**config.mk**
```make
export PLATFORM = sky130hd
export DESIGN_NAME = arf_ctrl
export DESIGN_NICKNAME = d
export VERILOG_FILES = /design/src/design/arf_ctrl.v
export VERILOG_INCLUDE_DIRS = /design/src /design/src/design
export SDC_FILE = /design/constraint.sdc
export NUM_CORES = 1
export LEC_CHECK = 0
export BUFFER_PORTS_ARGS = -buffer_cell sky130_fd_sc_hd__buf_2
export CORE_MARGIN = 3
export CORE_UTILIZATION = 50
export CTS_BUF_LIST = sky130_fd_sc_hd__clkbuf_16
export CTS_CLUSTER_SIZE = 28
export DETAILED_ROUTE_END_ITERATION = 8
export GPL_TIMING_DRIVEN = 0
export MAX_ROUTING_LAYER = met4
export PLACE_DENSITY = 0.67
export SKIP_CTS_REPAIR_TIMING = 1
export SLEW_MARGIN = 5
export SYNTH_ARGS = -nofsm -noshare
export SYNTH_HDL_FRONTEND = slang
export SYNTH_SLANG_ARGS = --single-unit
```
**constraint.sdc**
```tcl
create_clock -name pclk -period 6.3 [get_ports pclk]
set_input_delay 0.315 -clock pclk [delete_from_list [all_inputs] [get_ports pclk]]
set_output_delay 0.315 -clock pclk [all_outputs]
set_load 0.05 [all_outputs]
```
**src/design/arf_regs.vh**
```
// Operation
// - frequency-correction code is 13 bits: low register 10 lsbs, high register 3 msbs
// - upper correction bits pass through a shadow stage when the low register is written
// - correction power gated by power-down-pin permit bit and active bit
// - control two bit selects correction output resistance and swing
// - 10-bit receive-gain converter driven from a host-writable gain register
// - receive-gain power gated by window-enable bit and active bit
// - control two bit selects receive-gain output swing
// - power level drives 8-bit level converter, referenced by 5-bit shape converter
// - ramp-up steps shape memory 0 to 62, ramp-down 63 down to 1
// - shape addresses step at 4 MHz with speed bit 0, 2 MHz with 1
// - ramp-up uses low five bits of each word, ramp-down the upper bits
// - ramp start delayed from burst enable by 4-bit count of quarter-bits
// - power output forced to zero when powered down, level zero or no ramp
// - offset mode 0 scales level plus offset; mode 1 adds offset after product
// - power-control power gated by window-enable bit and active bit
// - control two bit selects power-control output swing
// - three-bit field in control one selects one of five monitor inputs
// - monitor power gated by power-down-pin permit bit and active bit
// - any write to control one starts a monitor conversion
// - busy flag is 1 during conversion, cleared when result is loaded
// - active bit 0 powers down; window-enable 0 lets inactive window power down
// - burst enable while uplink window is active starts the burst
// - modulation runs 32 quarter-bits after burst enable falls; ramp-down starts after the ramp delay count
`ifndef ARF_REGS_VH
`define ARF_REGS_VH

// register byte offsets
`define ARF_FREQ_CORR_LOW 12'h000
`define ARF_FREQ_CORR_HIGH 12'h004
`define ARF_AUX_CONTROL_ONE 12'h008
`define ARF_AUX_CONTROL_TWO 12'h00c
`define ARF_RX_GAIN_VALUE 12'h010
`define ARF_TX_POWER_LEVEL 12'h014
`define ARF_RAMP_DELAY 12'h018
`define ARF_POWER_OFFSET 12'h01c
`define ARF_BASEBAND_STATUS 12'h020
`define ARF_MONITOR_RESULT 12'h024
`define ARF_RAMP_MEM_BASE 12'h100
`define ARF_RAMP_MEM_LAST 12'h1fc

// aux_control_one fields
`define ARF_C1_CHAN_LSB 0
`define ARF_C1_FC_PIN_PD_EN 3
`define ARF_C1_FC_ACTIVE 4
`define ARF_C1_MON_PIN_PD_EN 5
`define ARF_C1_MON_ACTIVE 6

// aux_control_two fields
`define ARF_C2_FC_SWING 0
`define ARF_C2_RG_WIN_EN 1
`define ARF_C2_RG_ACTIVE 2
`define ARF_C2_RG_SWING 3
`define ARF_C2_TP_WIN_EN 4
`define ARF_C2_TP_ACTIVE 5
`define ARF_C2_TP_SWING 6
`define ARF_C2_RAMP_SPEED 7
`define ARF_C2_OFFSET_MODE 8

// status fields
`define ARF_ST_MON_BUSY 0
`define ARF_ST_RAMP_RUN 1
`define ARF_ST_MODULATING 2

// reset values
`define ARF_C1_RESET 7'h00
`define ARF_C2_RESET 9'h000
`define ARF_OFFSET_RESET 8'h00

// timing
`define ARF_CLK_PS 10000
`define ARF_STEP_FAST_PS 250000
`define ARF_STEP_SLOW_PS 500000
`define ARF_QBIT_PS 923077
`define ARF_TAIL_QBITS 6'h20
`define ARF_UP_LAST 6'h3e
`define ARF_DOWN_FIRST 6'h3f
`define ARF_DOWN_LAST 6'h01

`endif

```
**src/design/arf_ctrl.v**
```verilog
`timescale 1ns/1ps
`include "arf_regs.vh"

module arf_ctrl #(
    parameter FC_LOW_W = 10,
    parameter FC_HIGH_W = 3,
    parameter RG_W = 10,
    parameter LEVEL_W = 8,
    parameter SHAPE_W = 5,
    parameter MON_W = 10,
    parameter RAMP_DEPTH = 64
) (
    input wire pclk, // bus and logic clock, 100 MHz
    input wire presetn, // asynchronous reset, active low
    input wire psel, // apb select
    input wire penable, // apb access phase
    input wire pwrite, // apb direction, 1 = write
    input wire [11:0] paddr, // apb byte address
    input wire [31:0] pwdata, // apb write data
    output wire [31:0] prdata, // apb read data
    output wire pready, // apb ready
    output wire pslverr, // apb error on unmapped address
    input wire power_down_pin, // external power-down pin, high = power down
    input wire uplink_window, // transmit window
    input wire downlink_window, // receive window
    input wire burst_enable, // burst enable from the timing interface
    output reg [FC_LOW_W+FC_HIGH_W-1:0] freq_corr_code, // correction converter code
    output wire freq_corr_pd, // correction converter power-down
    output wire freq_corr_swing_sel, // correction resistance and swing
    output wire [RG_W-1:0] rx_gain_code, // receive-gain converter code
    output wire rx_gain_pd, // receive-gain converter power-down
    output wire rx_gain_swing_sel, // receive-gain swing
    output reg [LEVEL_W-1:0] tx_level_code, // level converter code
    output reg [SHAPE_W-1:0] tx_shape_code, // shape converter code
    output reg [SHAPE_W+LEVEL_W:0] tx_power_drive, // combined power-control value
    output wire tx_power_pd, // power-control power-down
    output wire tx_power_swing_sel, // power-control swing
    output wire modulating, // modulation in progress
    output wire [2:0] monitor_channel_sel, // monitor input select
    output wire monitor_pd, // monitor converter power-down
    output reg monitor_conv_start, // one-cycle conversion start pulse
    input wire monitor_conv_done, // converter result valid, one cycle
    input wire [MON_W-1:0] monitor_conv_data // converter result
);

    // ==========================================================
    // timing constants
    // ==========================================================
    localparam integer STEP_FAST = `ARF_STEP_FAST_PS / `ARF_CLK_PS;
    localparam integer STEP_SLOW = `ARF_STEP_SLOW_PS / `ARF_CLK_PS;
    localparam integer QBIT_CYC = `ARF_QBIT_PS / `ARF_CLK_PS;

    localparam [2:0] ST_IDLE = 3'h0;
    localparam [2:0] ST_UP_DELAY = 3'h1;
    localparam [2:0] ST_UP = 3'h2;
    localparam [2:0] ST_HOLD = 3'h3;
    localparam [2:0] ST_DOWN_DELAY = 3'h4;
    localparam [2:0] ST_DOWN = 3'h5;

    // ==========================================================
    // registers
    // ==========================================================
    reg [FC_LOW_W-1:0] freq_corr_low;
    reg [FC_HIGH_W-1:0] freq_corr_high;
    reg [6:0] aux_control_one;
    reg [8:0] aux_control_two;
    reg [RG_W-1:0] rx_gain_value;
    reg [LEVEL_W-1:0] tx_power_level;
    reg [3:0] ramp_delay;
    reg [LEVEL_W-1:0] power_offset;
    reg [MON_W-1:0] monitor_result;
    reg monitor_conv_busy;
    reg [SHAPE_W*2-1:0] ramp_shape_memory [0:RAMP_DEPTH-1];

    reg ack;
    reg [31:0] rdata;
    reg err;
    reg [31:0] next_rdata;
    reg next_err;

    reg [2:0] state;
    reg [5:0] ramp_addr;
    reg [7:0] step_cnt;
    reg [7:0] qbit_cnt;
    reg [3:0] delay_cnt;
    reg [5:0] tail_cnt;
    reg burst_q;

    wire wr_en;
    wire burst_start;
    wire burst_end;
    wire step_tick;
    wire qbit_tick;
    wire mem_sel;
    wire [SHAPE_W*2-1:0] mem_word;
    wire [SHAPE_W-1:0] shape_now;
    wire [SHAPE_W+LEVEL_W:0] drive_now;

    // address decode shared by read and write paths
    function is_mem;
        input [11:0] a;
        begin
            is_mem = (a >= `ARF_RAMP_MEM_BASE) && (a <= `ARF_RAMP_MEM_LAST);
        end
    endfunction

    // ==========================================================
    // apb slave: setup, one wait cycle, then ready
    // ==========================================================
    assign pready = ack;
    assign prdata = rdata;
    assign pslverr = err;
    assign wr_en = psel & penable & ack & pwrite;
    assign mem_sel = is_mem(paddr);

    // read mux, evaluated in the first access cycle
    always @* begin
        next_rdata = 32'h0000_0000;
        next_err = 1'b0;
        if (mem_sel) begin
            next_rdata[SHAPE_W*2-1:0] = ramp_shape_memory[paddr[7:2]];
        end else begin
            case (paddr)
                `ARF_FREQ_CORR_LOW: next_rdata[FC_LOW_W-1:0] = freq_corr_low;
                `ARF_FREQ_CORR_HIGH: next_rdata[FC_HIGH_W-1:0] = freq_corr_high;
                `ARF_AUX_CONTROL_ONE: next_rdata[6:0] = aux_control_one;
                `ARF_AUX_CONTROL_TWO: next_rdata[8:0] = aux_control_two;
                `ARF_RX_GAIN_VALUE: next_rdata[RG_W-1:0] = rx_gain_value;
                `ARF_TX_POWER_LEVEL: next_rdata[LEVEL_W-1:0] = tx_power_level;
                `ARF_RAMP_DELAY: next_rdata[3:0] = ramp_delay;
                `ARF_POWER_OFFSET: next_rdata[LEVEL_W-1:0] = power_offset;
                `ARF_BASEBAND_STATUS: begin
                    next_rdata[`ARF_ST_MON_BUSY] = monitor_conv_busy;
                    next_rdata[`ARF_ST_RAMP_RUN] = (state != ST_IDLE);
                    next_rdata[`ARF_ST_MODULATING] = modulating;
                end
                `ARF_MONITOR_RESULT: next_rdata[MON_W-1:0] = monitor_result;
                default: next_err = 1'b1;
            endcase
        end
    end

    // handshake and registered read data
    always @(posedge pclk or negedge presetn) begin
        if (!presetn) begin
            ack <= 1'b0;
            rdata <= 32'h0000_0000;
            err <= 1'b0;
        end else begin
            ack <= psel & penable & ~ack;
            if (psel & penable & ~ack) begin
                rdata <= pwrite ? 32'h0000_0000 : next_rdata;
                err <= next_err;
            end else if (ack) begin
                err <= 1'b0;
            end
        end
    end

    // ==========================================================
    // software-written registers
    // ==========================================================
    always @(posedge pclk or negedge presetn) begin
        if (!presetn) begin
            freq_corr_low <= {FC_LOW_W{1'b0}};
            freq_corr_high <= {FC_HIGH_W{1'b0}};
            freq_corr_code <= {(FC_LOW_W+FC_HIGH_W){1'b0}};
            aux_control_one <= `ARF_C1_RESET;
            aux_control_two <= `ARF_C2_RESET;
            rx_gain_value <= {RG_W{1'b0}};
            tx_power_level <= {LEVEL_W{1'b0}};
            ramp_delay <= 4'h0;
            power_offset <= `ARF_OFFSET_RESET;
        end else if (wr_en) begin
            case (paddr)
                `ARF_FREQ_CORR_LOW: begin
                    freq_corr_low <= pwdata[FC_LOW_W-1:0];
                    // shadowed msbs move together with the new lsbs
                    freq_corr_code <= {freq_corr_high, pwdata[FC_LOW_W-1:0]};
                end
                `ARF_FREQ_CORR_HIGH: freq_corr_high <= pwdata[FC_HIGH_W-1:0];
                `ARF_AUX_CONTROL_ONE: aux_control_one <= pwdata[6:0];
                `ARF_AUX_CONTROL_TWO: aux_control_two <= pwdata[8:0];
                `ARF_RX_GAIN_VALUE: rx_gain_value <= pwdata[RG_W-1:0];
                `ARF_TX_POWER_LEVEL: tx_power_level <= pwdata[LEVEL_W-1:0];
                `ARF_RAMP_DELAY: ramp_delay <= pwdata[3:0];
                `ARF_POWER_OFFSET: power_offset <= pwdata[LEVEL_W-1:0];
                default: ;
            endcase
        end
    end

    // shape memory, written word by word
    always @(posedge pclk) begin
        if (wr_en && mem_sel) begin
            ramp_shape_memory[paddr[7:2]] <= pwdata[SHAPE_W*2-1:0];
        end
    end

    // ==========================================================
    // power gating and static outputs
    // ==========================================================
    assign freq_corr_pd = ~aux_control_one[`ARF_C1_FC_ACTIVE]
        | (aux_control_one[`ARF_C1_FC_PIN_PD_EN] & power_down_pin);
    assign freq_corr_swing_sel = aux_control_two[`ARF_C2_FC_SWING];
    assign rx_gain_code = rx_gain_value;
    assign rx_gain_pd = ~aux_control_two[`ARF_C2_RG_ACTIVE]
        | (~aux_control_two[`ARF_C2_RG_WIN_EN] & ~downlink_window);
    assign rx_gain_swing_sel = aux_control_two[`ARF_C2_RG_SWING];
    assign tx_power_pd = ~aux_control_two[`ARF_C2_TP_ACTIVE]
        | (~aux_control_two[`ARF_C2_TP_WIN_EN] & ~uplink_window);
    assign tx_power_swing_sel = aux_control_two[`ARF_C2_TP_SWING];
    assign monitor_channel_sel = aux_control_one[`ARF_C1_CHAN_LSB+2:`ARF_C1_CHAN_LSB];
    assign monitor_pd = ~aux_control_one[`ARF_C1_MON_ACTIVE]
        | (aux_control_one[`ARF_C1_MON_PIN_PD_EN] & power_down_pin);

    // ==========================================================
    // monitor conversion control
    // ==========================================================
    // a fresh start wins over a completion landing in the same cycle
    always @(posedge pclk or negedge presetn) begin
        if (!presetn) begin
            monitor_conv_start <= 1'b0;
            monitor_conv_busy <= 1'b0;
            monitor_result <= {MON_W{1'b0}};
        end else begin
            monitor_conv_start <= wr_en && (paddr == `ARF_AUX_CONTROL_ONE);
            if (monitor_conv_busy && monitor_conv_done) begin
                monitor_result <= monitor_conv_data;
            end
            if (monitor_conv_start) begin
                monitor_conv_busy <= 1'b1;
            end else if (monitor_conv_done) begin
                monitor_conv_busy <= 1'b0;
            end
        end
    end

    // ==========================================================
    // rate dividers: shape step and quarter-bit
    // ==========================================================
    assign step_tick = (step_cnt == 8'h00);
    assign qbit_tick = (qbit_cnt == 8'h00);

    // step rate follows the speed bit, quarter-bit runs free
    always @(posedge pclk or negedge presetn) begin
        if (!presetn) begin
            step_cnt <= 8'h00;
            qbit_cnt <= 8'h00;
        end else begin
            if (step_tick || state == ST_IDLE) begin
                step_cnt <= aux_control_two[`ARF_C2_RAMP_SPEED] ?
                    STEP_SLOW[7:0] - 8'h01 : STEP_FAST[7:0] - 8'h01;
            end else begin
                step_cnt <= step_cnt - 8'h01;
            end
            if (qbit_tick) begin
                qbit_cnt <= QBIT_CYC[7:0] - 8'h01;
            end else begin
                qbit_cnt <= qbit_cnt - 8'h01;
            end
        end
    end

    // ==========================================================
    // burst edges and modulation tail
    // ==========================================================
    assign burst_start = burst_enable & ~burst_q & uplink_window;
    assign burst_end = ~burst_enable & burst_q;
    assign modulating = burst_q | (tail_cnt != 6'h00);

    // tail keeps modulation alive after burst enable drops
    always @(posedge pclk or negedge presetn) begin
        if (!presetn) begin
            burst_q <= 1'b0;
            tail_cnt <= 6'h00;
        end else begin
            burst_q <= burst_enable & (uplink_window | burst_q);
            if (burst_end) begin
                tail_cnt <= `ARF_TAIL_QBITS;
            end else if (qbit_tick && tail_cnt != 6'h00) begin
                tail_cnt <= tail_cnt - 6'h01;
            end
        end
    end

    // ==========================================================
    // ramp sequencer
    // ==========================================================
    always @(posedge pclk or negedge presetn) begin
        if (!presetn) begin
            state <= ST_IDLE;
            ramp_addr <= 6'h00;
            delay_cnt <= 4'h0;
        end else begin
            case (state)
                ST_IDLE: begin
                    if (burst_start) begin
                        delay_cnt <= ramp_delay;
                        ramp_addr <= 6'h00;
                        state <= ST_UP_DELAY;
                    end
                end
                ST_UP_DELAY: begin
                    if (burst_end) begin
                        delay_cnt <= ramp_delay;
                        state <= ST_DOWN_DELAY;
                    end else if (delay_cnt == 4'h0) begin
                        state <= ST_UP;
                    end else if (qbit_tick) begin
                        delay_cnt <= delay_cnt - 4'h1;
                    end
                end
                ST_UP: begin
                    if (burst_end) begin
                        delay_cnt <= ramp_delay;
                        state <= ST_DOWN_DELAY;
                    end else if (step_tick) begin
                        if (ramp_addr == `ARF_UP_LAST) begin
                            state <= ST_HOLD;
                        end else begin
                            ramp_addr <= ramp_addr + 6'h01;
                        end
                    end
                end
                ST_HOLD: begin
                    if (burst_end) begin
                        delay_cnt <= ramp_delay;
                        state <= ST_DOWN_DELAY;
                    end
                end
                ST_DOWN_DELAY: begin
                    if (delay_cnt == 4'h0) begin
                        ramp_addr <= `ARF_DOWN_FIRST;
                        state <= ST_DOWN;
                    end else if (qbit_tick) begin
                        delay_cnt <= delay_cnt - 4'h1;
                    end
                end
                ST_DOWN: begin
                    if (step_tick) begin
                        if (ramp_addr == `ARF_DOWN_LAST) begin
                            state <= ST_IDLE;
                        end else begin
                            ramp_addr <= ramp_addr - 6'h01;
                        end
                    end
                end
                default: state <= ST_IDLE;
            endcase
        end
    end

    // ==========================================================
    // shape and level output
    // ==========================================================
    assign mem_word = ramp_shape_memory[ramp_addr];
    assign shape_now = (state == ST_DOWN) ? mem_word[SHAPE_W*2-1:SHAPE_W]
        : mem_word[SHAPE_W-1:0];
    assign drive_now = aux_control_two[`ARF_C2_OFFSET_MODE] ?
        (shape_now * tx_power_level) + power_offset
        : shape_now * (tx_power_level + power_offset);

    // output forced low unless the ramp runs with power and nonzero level
    always @(posedge pclk or negedge presetn) begin
        if (!presetn) begin
            tx_shape_code <= {SHAPE_W{1'b0}};
            tx_level_code <= {LEVEL_W{1'b0}};
            tx_power_drive <= {(SHAPE_W+LEVEL_W+1){1'b0}};
        end else if (tx_power_pd || tx_power_level == {LEVEL_W{1'b0}}
                     || state == ST_IDLE || state == ST_UP_DELAY
                     || state == ST_DOWN_DELAY) begin
            tx_shape_code <= {SHAPE_W{1'b0}};
            tx_level_code <= {LEVEL_W{1'b0}};
            tx_power_drive <= {(SHAPE_W+LEVEL_W+1){1'b0}};
        end else begin
            tx_shape_code <= shape_now;
            tx_level_code <= tx_power_level;
            tx_power_drive <= drive_now;
        end
    end

endmodule

```
==> run_results.csv, run 1 <==
group,metric,value,unit
power_and_ir_drop,irDropWorstVdd,0.232,mV
logic_synthesis,syn_area,40200,sq um
drt,wl_per_cell,36.9,um
final_layout,nNetsFinal,2949,
setup_path,cp-end-kind,"flop",
logic_synthesis,synth_top_family_by_area,"multiplexers",
logic_synthesis,synth_top_area_cell,"edfxtp_1",
grt,grt_overflow,0,
logic_synthesis,synth_cells,2477,
final_layout,fin_cells,3896,
final_layout,finish.utilization,59.0,%
clocking,clkTransAtPathRegs,0.06,ns
run_status,violations,"max-capacitance violations, max-slew violations, negative setup slack",
logic_synthesis,synthAdderAreaFrac,4.35,%
grt,grt_pass1_vias,25909,
die,pin_count,160,
logic_synthesis,ys_ff_latch,789,
timing,period_needed,6.35,ns
clocking,cts_num_sinks,789,
setup_path,rrSetupSlack,-0.05,ns
timing,slew_violations,22,
logic_synthesis,synth.yosys.seq_area_share,57.1,%
logic_synthesis,ys.flop_type,"edfxtp_1",
hold_path,holdCritStartpoint,"penable",
logic_synthesis,synth-xor-area-share,0.850,%
logic_synthesis,yosysWarnings,0,
clocking,htreeDepth,3,
power_and_ir_drop,power.internal,0.0112,W
placement,hpwl,96.6,mm
timing,rsz0062_at_grt,"yes",
hold_path,hold_path_class,"in2reg",
drt,drc,0,
drt,ant_nets,0,
setup_path,crit_type,"reg2reg",
timing,fin_ws,-0.0543,ns
final_layout,drive_gt1_share,34.6,%
setup_path,r2r-end,"tx_power_drive[12]$_DFF_PN0_",
logic_synthesis,synth.distinct_cells,77,
drt,dr_total_vias,26977,
setup_path,path_max_fanout,8,
power_and_ir_drop,cellPowerDensity,368,nW/um^2
grt,grt_start_max_net_pins,77,
clocking,cts_buffer_depth,3,
clocking,cts_tree,"built",
placement,io_buffers,112,
logic_synthesis,synth_mux_area_share,23.9,%
logic_synthesis,synth_edf_count,640,
logic_synthesis,synth_top_area_share,47.8,%
setup_path,arrival,6.92,ns
setup_path,critPathRequiredTime,6.87,ns
hold_path,whs_path_depth,4,
logic_synthesis,syn_area_per_cell,16.2,sq um
logic_synthesis,synthArstFlopShare,18.9,%
drt,first_iter_violations,4541,
placement,dp_cells,3671,
timing,period_share,101,%
setup_path,r2r-start,"ramp_addr[0]$_DFFE_PN0P_",
logic_synthesis,synth_compound_area_share,4.14,%
power_and_ir_drop,p_leak,16.7,nW
drt,totalWireLength,144,mm
final_layout,mostFrequentLayoutCells,"640 x edfxtp_1, 362 x mux4_2, 148 x dfrtp_1",
grt,grt.total_usage,35.3,%
power_and_ir_drop,power_frac_seq,33.4,%
timing,slew_headroom,-1.73,%
die,core.rowCount,103,
logic_synthesis,post_synth_and_or_nand_nor_area_fraction,6.42,%
power_and_ir_drop,p_clk_share,28.4,%
power_and_ir_drop,switching_share,34.7,%
die,die_x,290,um
die,dieArea,83800,sq um
clocking,insertion_delay,0.67,ns
timing,final-hold-violation-count,0,
drt,viasPerCell,6.92,
power_and_ir_drop,pwr-share-comb,38.2,%
die,initial_utilization,50.7,%
logic_synthesis,synthTopCellsByArea,"edfxtp_1 48%, mux4_2 20%, dfrtp_1 9.3%",
timing,fmax,0.157,GHz
setup_path,startpoint_type,"flop",
run_status,status,"complete, but fails checks",
setup_path,r2r_cells,25,
drt,drt-pass1-iter-count,5,
final_layout,layout.cells.most_common,"edfxtp_1",
placement,gp_congestion,1.04,
grt,antenna_found_initial,8,
clocking,numCtsBuffers,85,
timing,tightest_slew,1.53,ns
power_and_ir_drop,p_sw,0.00597,W
grt,grt_pass1_wl,197,mm
flow_run,cap_violations,2,
die,fp.dieH,290,um
final_layout,synthToLayoutAreaGrowth,16.3,%
timing,setup_violations,2,
die,core_area,79300,sq um
timing,fin_skew,0.0304,ns
hold_path,hold_path_end,"pslverr$_DFFE_PN0P_",
clocking,cts-root-buf,"clkbuf_16",
[power by group through the flow]
stage	Sequential [W]	Clock (W)	Combinational [W]
finish	0.00575	0.00489	0.00657
global route	0.00576	0.00511	0.00679
CTS	0.00575	0.00489	0.00528
detailed placement	0.00586	0	0.00526
global placement	0.00585	0	0.00518
floorplan	0.00585	0	0.00324
[per-stage QoR]
| stage | hold WS (ns) | worst slack, ns | TNS (ns) | cell area, sq um | total power, W |
|---|---|---|---|---|---|
| 2_1_floorplan | 0.0194 | 0.494 | 0 | 40300 | 0.00909 |
| 3_3_place_gp | 0.444 | -2.49 | -22.61 | 42100 | 0.0110 |
| 3_5_place_dp | 0.395 | -2.15 | -17.49 | 42400 | 0.0111 |
| 4_1_cts | -0.296 | -2.20 | -18.00 | 45100 | 0.0159 |
| 5_1_grt | 0.137 | -0.187 | -0.466 | 46700 | 0.0177 |
| 6_report | 0.129 | -0.0543 | -0.0744 | 46700 | 0.0172 |
[worst max-delay path: stages (launching register included)]
cell and delay, ns:
dfrtp_2 0.41, buf_12 0.19, buf_16 0.16, buf_16 0.16, buf_6 0.13, mux4_2 0.50
mux4_2 0.57, a22oi_2 0.19, nand2_1 0.11, nor3_2 0.24, a31oi_4 0.14, buf_6 0.23
and2_4 0.15, fa_1 0.47, inv_1 0.05, fa_1 0.48, fa_1 0.53, inv_2 0.05
ha_4 0.24, a21oi_4 0.14, o21ai_2 0.08, o211a_1 0.14, o21ba_4 0.24, a31oi_4 0.13
mux2_4 0.31, a31oi_1 0.17
[layer usage]
layer | wire (um) | global-route usage, %
met1 | 50700 | 45.6
met3 | 21000 | 11.4
met5 | 0 | -
met4 | 8430 | 16.6
met2 | 63600 | 51.1
[Yosys cell counts (12+ instances only)]
cell type and n:
edfxtp_1 640, mux4_2 360, nor2_1 184, dfrtp_1 149, nand2_1 106, inv_1 90
mux2_2 86, and2_1 72, clkbuf_1 63, ha_1 63, a21oi_1 56, buf_4 50
o21ai_0 49, fa_1 48, nor3_1 46, buf_2 36, mux2i_1 31, nand3_1 29
nor2b_1 29, xnor2_1 28, a22oi_1 23, o22ai_1 22, buf_1 18, a211oi_1 15
nand2b_1 14, or3_1 14, a31oi_1 12
[state kept, by name, summed over array words and instances (netlist names), 4 cells and up]
register	cells
power_offset	8
ramp_delay	4
qbit_cnt	8
tx_power_drive	14
monitor_result	10
aux_control_two	9
tx_power_level	8
aux_control_one	7
tx_level_code	8
rx_gain_code	10
step_cnt	8
freq_corr_code	13
ramp_shape_memory	640
delay_cnt	4
prdata	10
tail_cnt	6
tx_shape_code	5
ramp_addr	6
[final cells by class]
cell class / count / area [sq um]
Timing Repair Buffer: 189 / 1380
Sequential cell: 789 / 22900
Clock buffer: 86 / 2150
Antenna cell: 5 / 12.5
Buffer: 174 / 1450
Tap cell: 1050 / 1310
Clock inverter: 68 / 524
Fill cell: 5990 / 32500
Inverter: 91 / 345
Multi-Input combinational cell: 1444 / 16600
[logic make-up after synthesis]
kind of cell,count (synthesis)
compound gates,249
buf+inv,265
simple gates,537
mux,486
fa+ha+maj,111
xor+xnor,39
flops,789
other cells,1
[worst max-delay path by stage]
stage | start | endpoint | cells past startpoint
3_5_place_dp | ramp_addr[1]$_DFFE_PN0P_ | tx_power_drive[11]$_DFF_PN0_ | 22
4_1_cts | ramp_addr[1]$_DFFE_PN0P_ | tx_power_drive[11]$_DFF_PN0_ | 22
5_1_grt | ramp_addr[0]$_DFFE_PN0P_ | tx_power_drive[13]$_DFF_PN0_ | 22
6_report | ramp_addr[0]$_DFFE_PN0P_ | tx_power_drive[12]$_DFF_PN0_ | 25
2_1_floorplan | ramp_addr[0]$_DFFE_PN0P_ | tx_power_drive[12]$_DFF_PN0_ | 24
3_3_place_gp | ramp_addr[1]$_DFFE_PN0P_ | tx_power_drive[11]$_DFF_PN0_ | 23
(Power assumes the default switching activity.)
==> run 2: changes to the inputs <==
--- a/config.mk
+++ b/config.mk
@@ -8,13 +8,13 @@
 export LEC_CHECK = 0
 export BUFFER_PORTS_ARGS = -buffer_cell sky130_fd_sc_hd__buf_2
 export CORE_MARGIN = 3
-export CORE_UTILIZATION = 50
+export CORE_UTILIZATION = 62
 export CTS_BUF_LIST = sky130_fd_sc_hd__clkbuf_16
 export CTS_CLUSTER_SIZE = 28
 export DETAILED_ROUTE_END_ITERATION = 8
 export GPL_TIMING_DRIVEN = 0
 export MAX_ROUTING_LAYER = met4
-export PLACE_DENSITY = 0.67
+export PLACE_DENSITY = 0.8
 export SKIP_CTS_REPAIR_TIMING = 1
 export SLEW_MARGIN = 5
 export SYNTH_ARGS = -nofsm -noshare
==> run 2 against run 1 <==
The run ends with negative hold slack, negative setup slack left; final cell count down 5.7%; sequential power barely moved; die area down 19%; final area shrank 1.4%; critical path depth decreased by 3; fmax down 0.55%; clock skew is 0.0056 ns lower; via count up 3.1%; clock power decreased by 1%; utilization up 13 points; first-iteration DRC count rose by 12%; hold slack worse by 0.15 ns.
==> run_results.csv, run 2 (synthesis results as in run 1) <==
group,metric,value,unit
run_status,status,"complete, but fails checks",
run_status,violations,"negative hold slack, negative setup slack",
timing,setup_violations,3,
setup_path,crit_type,"reg2reg",
timing,fin_skew,0.0248,ns
timing,slew_violations,0,
timing,final-hold-violation-count,1,
setup_path,cpPeakStageDelay,0.58,ns
final_layout,drive_gt1_share,33.0,%
setup_path,cp-end-kind,"flop",
setup_path,cp_num_buf_inv,6,
drt,viasPerCell,7.57,
die,core_area,63700,sq um
die,core.rowCount,92,
drt,ant_nets,0,
timing,fin_ws,-0.0892,ns
placement,place_worst_setup_slack,-2.23,ns
timing,fin_hold_ws,-0.0222,ns
final_layout,nNetsFinal,2928,
drt,drc,0,
timing,fmax,0.157,GHz
setup_path,arrival,6.94,ns
final_layout,largest_reg_flops,640,
power_and_ir_drop,p_leak,16.6,nW
die,fp.dieH,261,um
clocking,insertion_delay,0.66,ns
setup_path,cpMostUsedCell,"fa_1",
final_layout,synthToLayoutAreaGrowth,14.6,%
drt,wl_per_cell,38.7,um
clocking,cts_num_sinks,789,
timing,rsz0062_at_grt,"yes",
die,pin_count,160,
timing,slew_headroom,2.51,%
die,initial_utilization,63.1,%
power_and_ir_drop,p_clk_share,28.4,%
final_layout,nFillCells,3892,
timing,period_share,101,%
final_layout,fin_cells,3672,
setup_path,path_max_fanout,10,
drt,dr_total_vias,27804,
die,die_x,261,um
power_and_ir_drop,irDropWorstVdd,0.318,mV
final_layout,finish.utilization,72.3,%
grt,grt_start_max_net_pins,81,
placement,hpwl,92.6,mm
power_and_ir_drop,total_power,0.0170,W
timing,totalNegativeSetupSlack,-0.198,ns
setup_path,path_delay_family,"adder cells",
setup_path,startpoint_type,"flop",
clocking,cts_tree,"built",
power_and_ir_drop,pwr-share-comb,37.8,%
placement,io_buffers,112,
power_and_ir_drop,switching_share,34.9,%
clocking,htreeDepth,3,
setup_path,slowest_stage,"mux4_2",
placement,gp_congestion,1.08,
grt,grt_overflow,0,
hold_path,hold_path_class,"in2reg",
placement,dp_cells,3463,
final_layout,mostFrequentLayoutCells,"640 x edfxtp_1, 361 x mux4_2, 151 x nor2_1",
grt,grt_pass1_wl,195,mm
drt,totalWireLength,142,mm
grt,grt_pass1_vias,26579,
die,dieArea,67900,sq um
power_and_ir_drop,p_sw,0.00595,W
clocking,numCtsBuffers,81,
grt,antenna_found_initial,5,
grt,grt.total_usage,43.3,%
timing,period_needed,6.39,ns
power_and_ir_drop,power.internal,0.0111,W
drt,first_iter_violations,5073,
flow_run,cap_violations,0,
power_and_ir_drop,cellPowerDensity,370,nW/um^2
power_and_ir_drop,power_frac_seq,33.8,%
setup_path,path_cells,"buf_12 > buf_12 > mux4_2 > mux4_2 > a22oi_2 > a32oi_2 > buf_6 > clkbuf_4 > and2_1 > fa_1 > fa_1 > inv_2 > fa_1 > inv_2 > ha_4 > nor3_2 > o211ai_1 > a311oi_2 > o21bai_1 > a21oi_2 > xnor2_2 > a221oi_2",
timing,tightest_slew,1.46,ns
drt,drt-pass1-iter-count,7,
final_layout,layout.cells.most_common,"edfxtp_1",
clocking,clkTransAtPathRegs,0.06,ns
clocking,cts_buffer_depth,3,
clocking,cts-root-buf,"clkbuf_16",
setup_path,critPathRequiredTime,6.85,ns
-- run 2: metrics by stage --
step / instance area, sq um / hold slack (ns)
final: 46000 / -0.0222
after global routing: 46000 / 0.00722
after CTS: 44700 / -0.322
after detailed placement: 42100 / 0.373
after global placement: 41900 / 0.433
after floorplan: 40300 / 0.0194
-- run 2: metal layers --
metal  GRT usage, %  vias to the layer above  share of wire (%)
li1               -                    10354                  -
met1           53.4                    13950                 32
met2           61.7                     2779                 44
met3           16.1                      721                 16
met4           25.5                        0                7.9
met5              -                        -                  0
-- run 2: worst paths after layout --
kind	from	end	slack, ns	cells past startpoint
setup / recovery	ramp_addr[0]$_DFFE_PN0P_	tx_power_drive[13]$_DFF_PN0_	-0.09	22
hold / removal	monitor_conv_done	monitor_conv_busy$_DFFE_PN0P_	-0.02	3
setup reg to reg	ramp_addr[0]$_DFFE_PN0P_	tx_power_drive[13]$_DFF_PN0_	-0.09	22
hold reg to reg	monitor_conv_start$_DFF_PN0_	monitor_conv_busy$_DFFE_PN0P_	0.46	1
max in group asynchronous	presetn	tx_power_drive[8]$_DFF_PN0_	5.20	3
min in group asynchronous	presetn	step_cnt[6]$_DFF_PN0_	0.26	2
-- run 2: tightest hold or removal path: cells and delay by family --
kind / cells / cell delay, ns
AOI/OAI and AO/OA: 1 / 0.11
buffers and inverters: 2 / 0.17
-- run 2: power by group through the flow --
stage	clock network, W	logic [W]	registers (W)
4_1_cts	0.00481	0.00525	0.00575
2_1_floorplan	0	0.00324	0.00585
3_3_place_gp	0	0.00505	0.00585
3_5_place_dp	0	0.00519	0.00586
6_report	0.00483	0.00644	0.00575
5_1_grt	0.00501	0.00658	0.00575
-- run 2: area by class of cell --
class | instances | area, sq um | area share (%)
multi-input cells | 1444 | 16500 | 35.8
plain buffers | 174 | 1400 | 3.04
clock inverters | 63 | 514 | 1.12
clock buffers | 84 | 2100 | 4.56
inverters | 91 | 345 | 0.750
repair buffers | 172 | 1160 | 2.51
flip-flops and latches | 789 | 22900 | 49.8
well taps | 846 | 1060 | 2.30
diodes | 9 | 22.5 | 0.0489
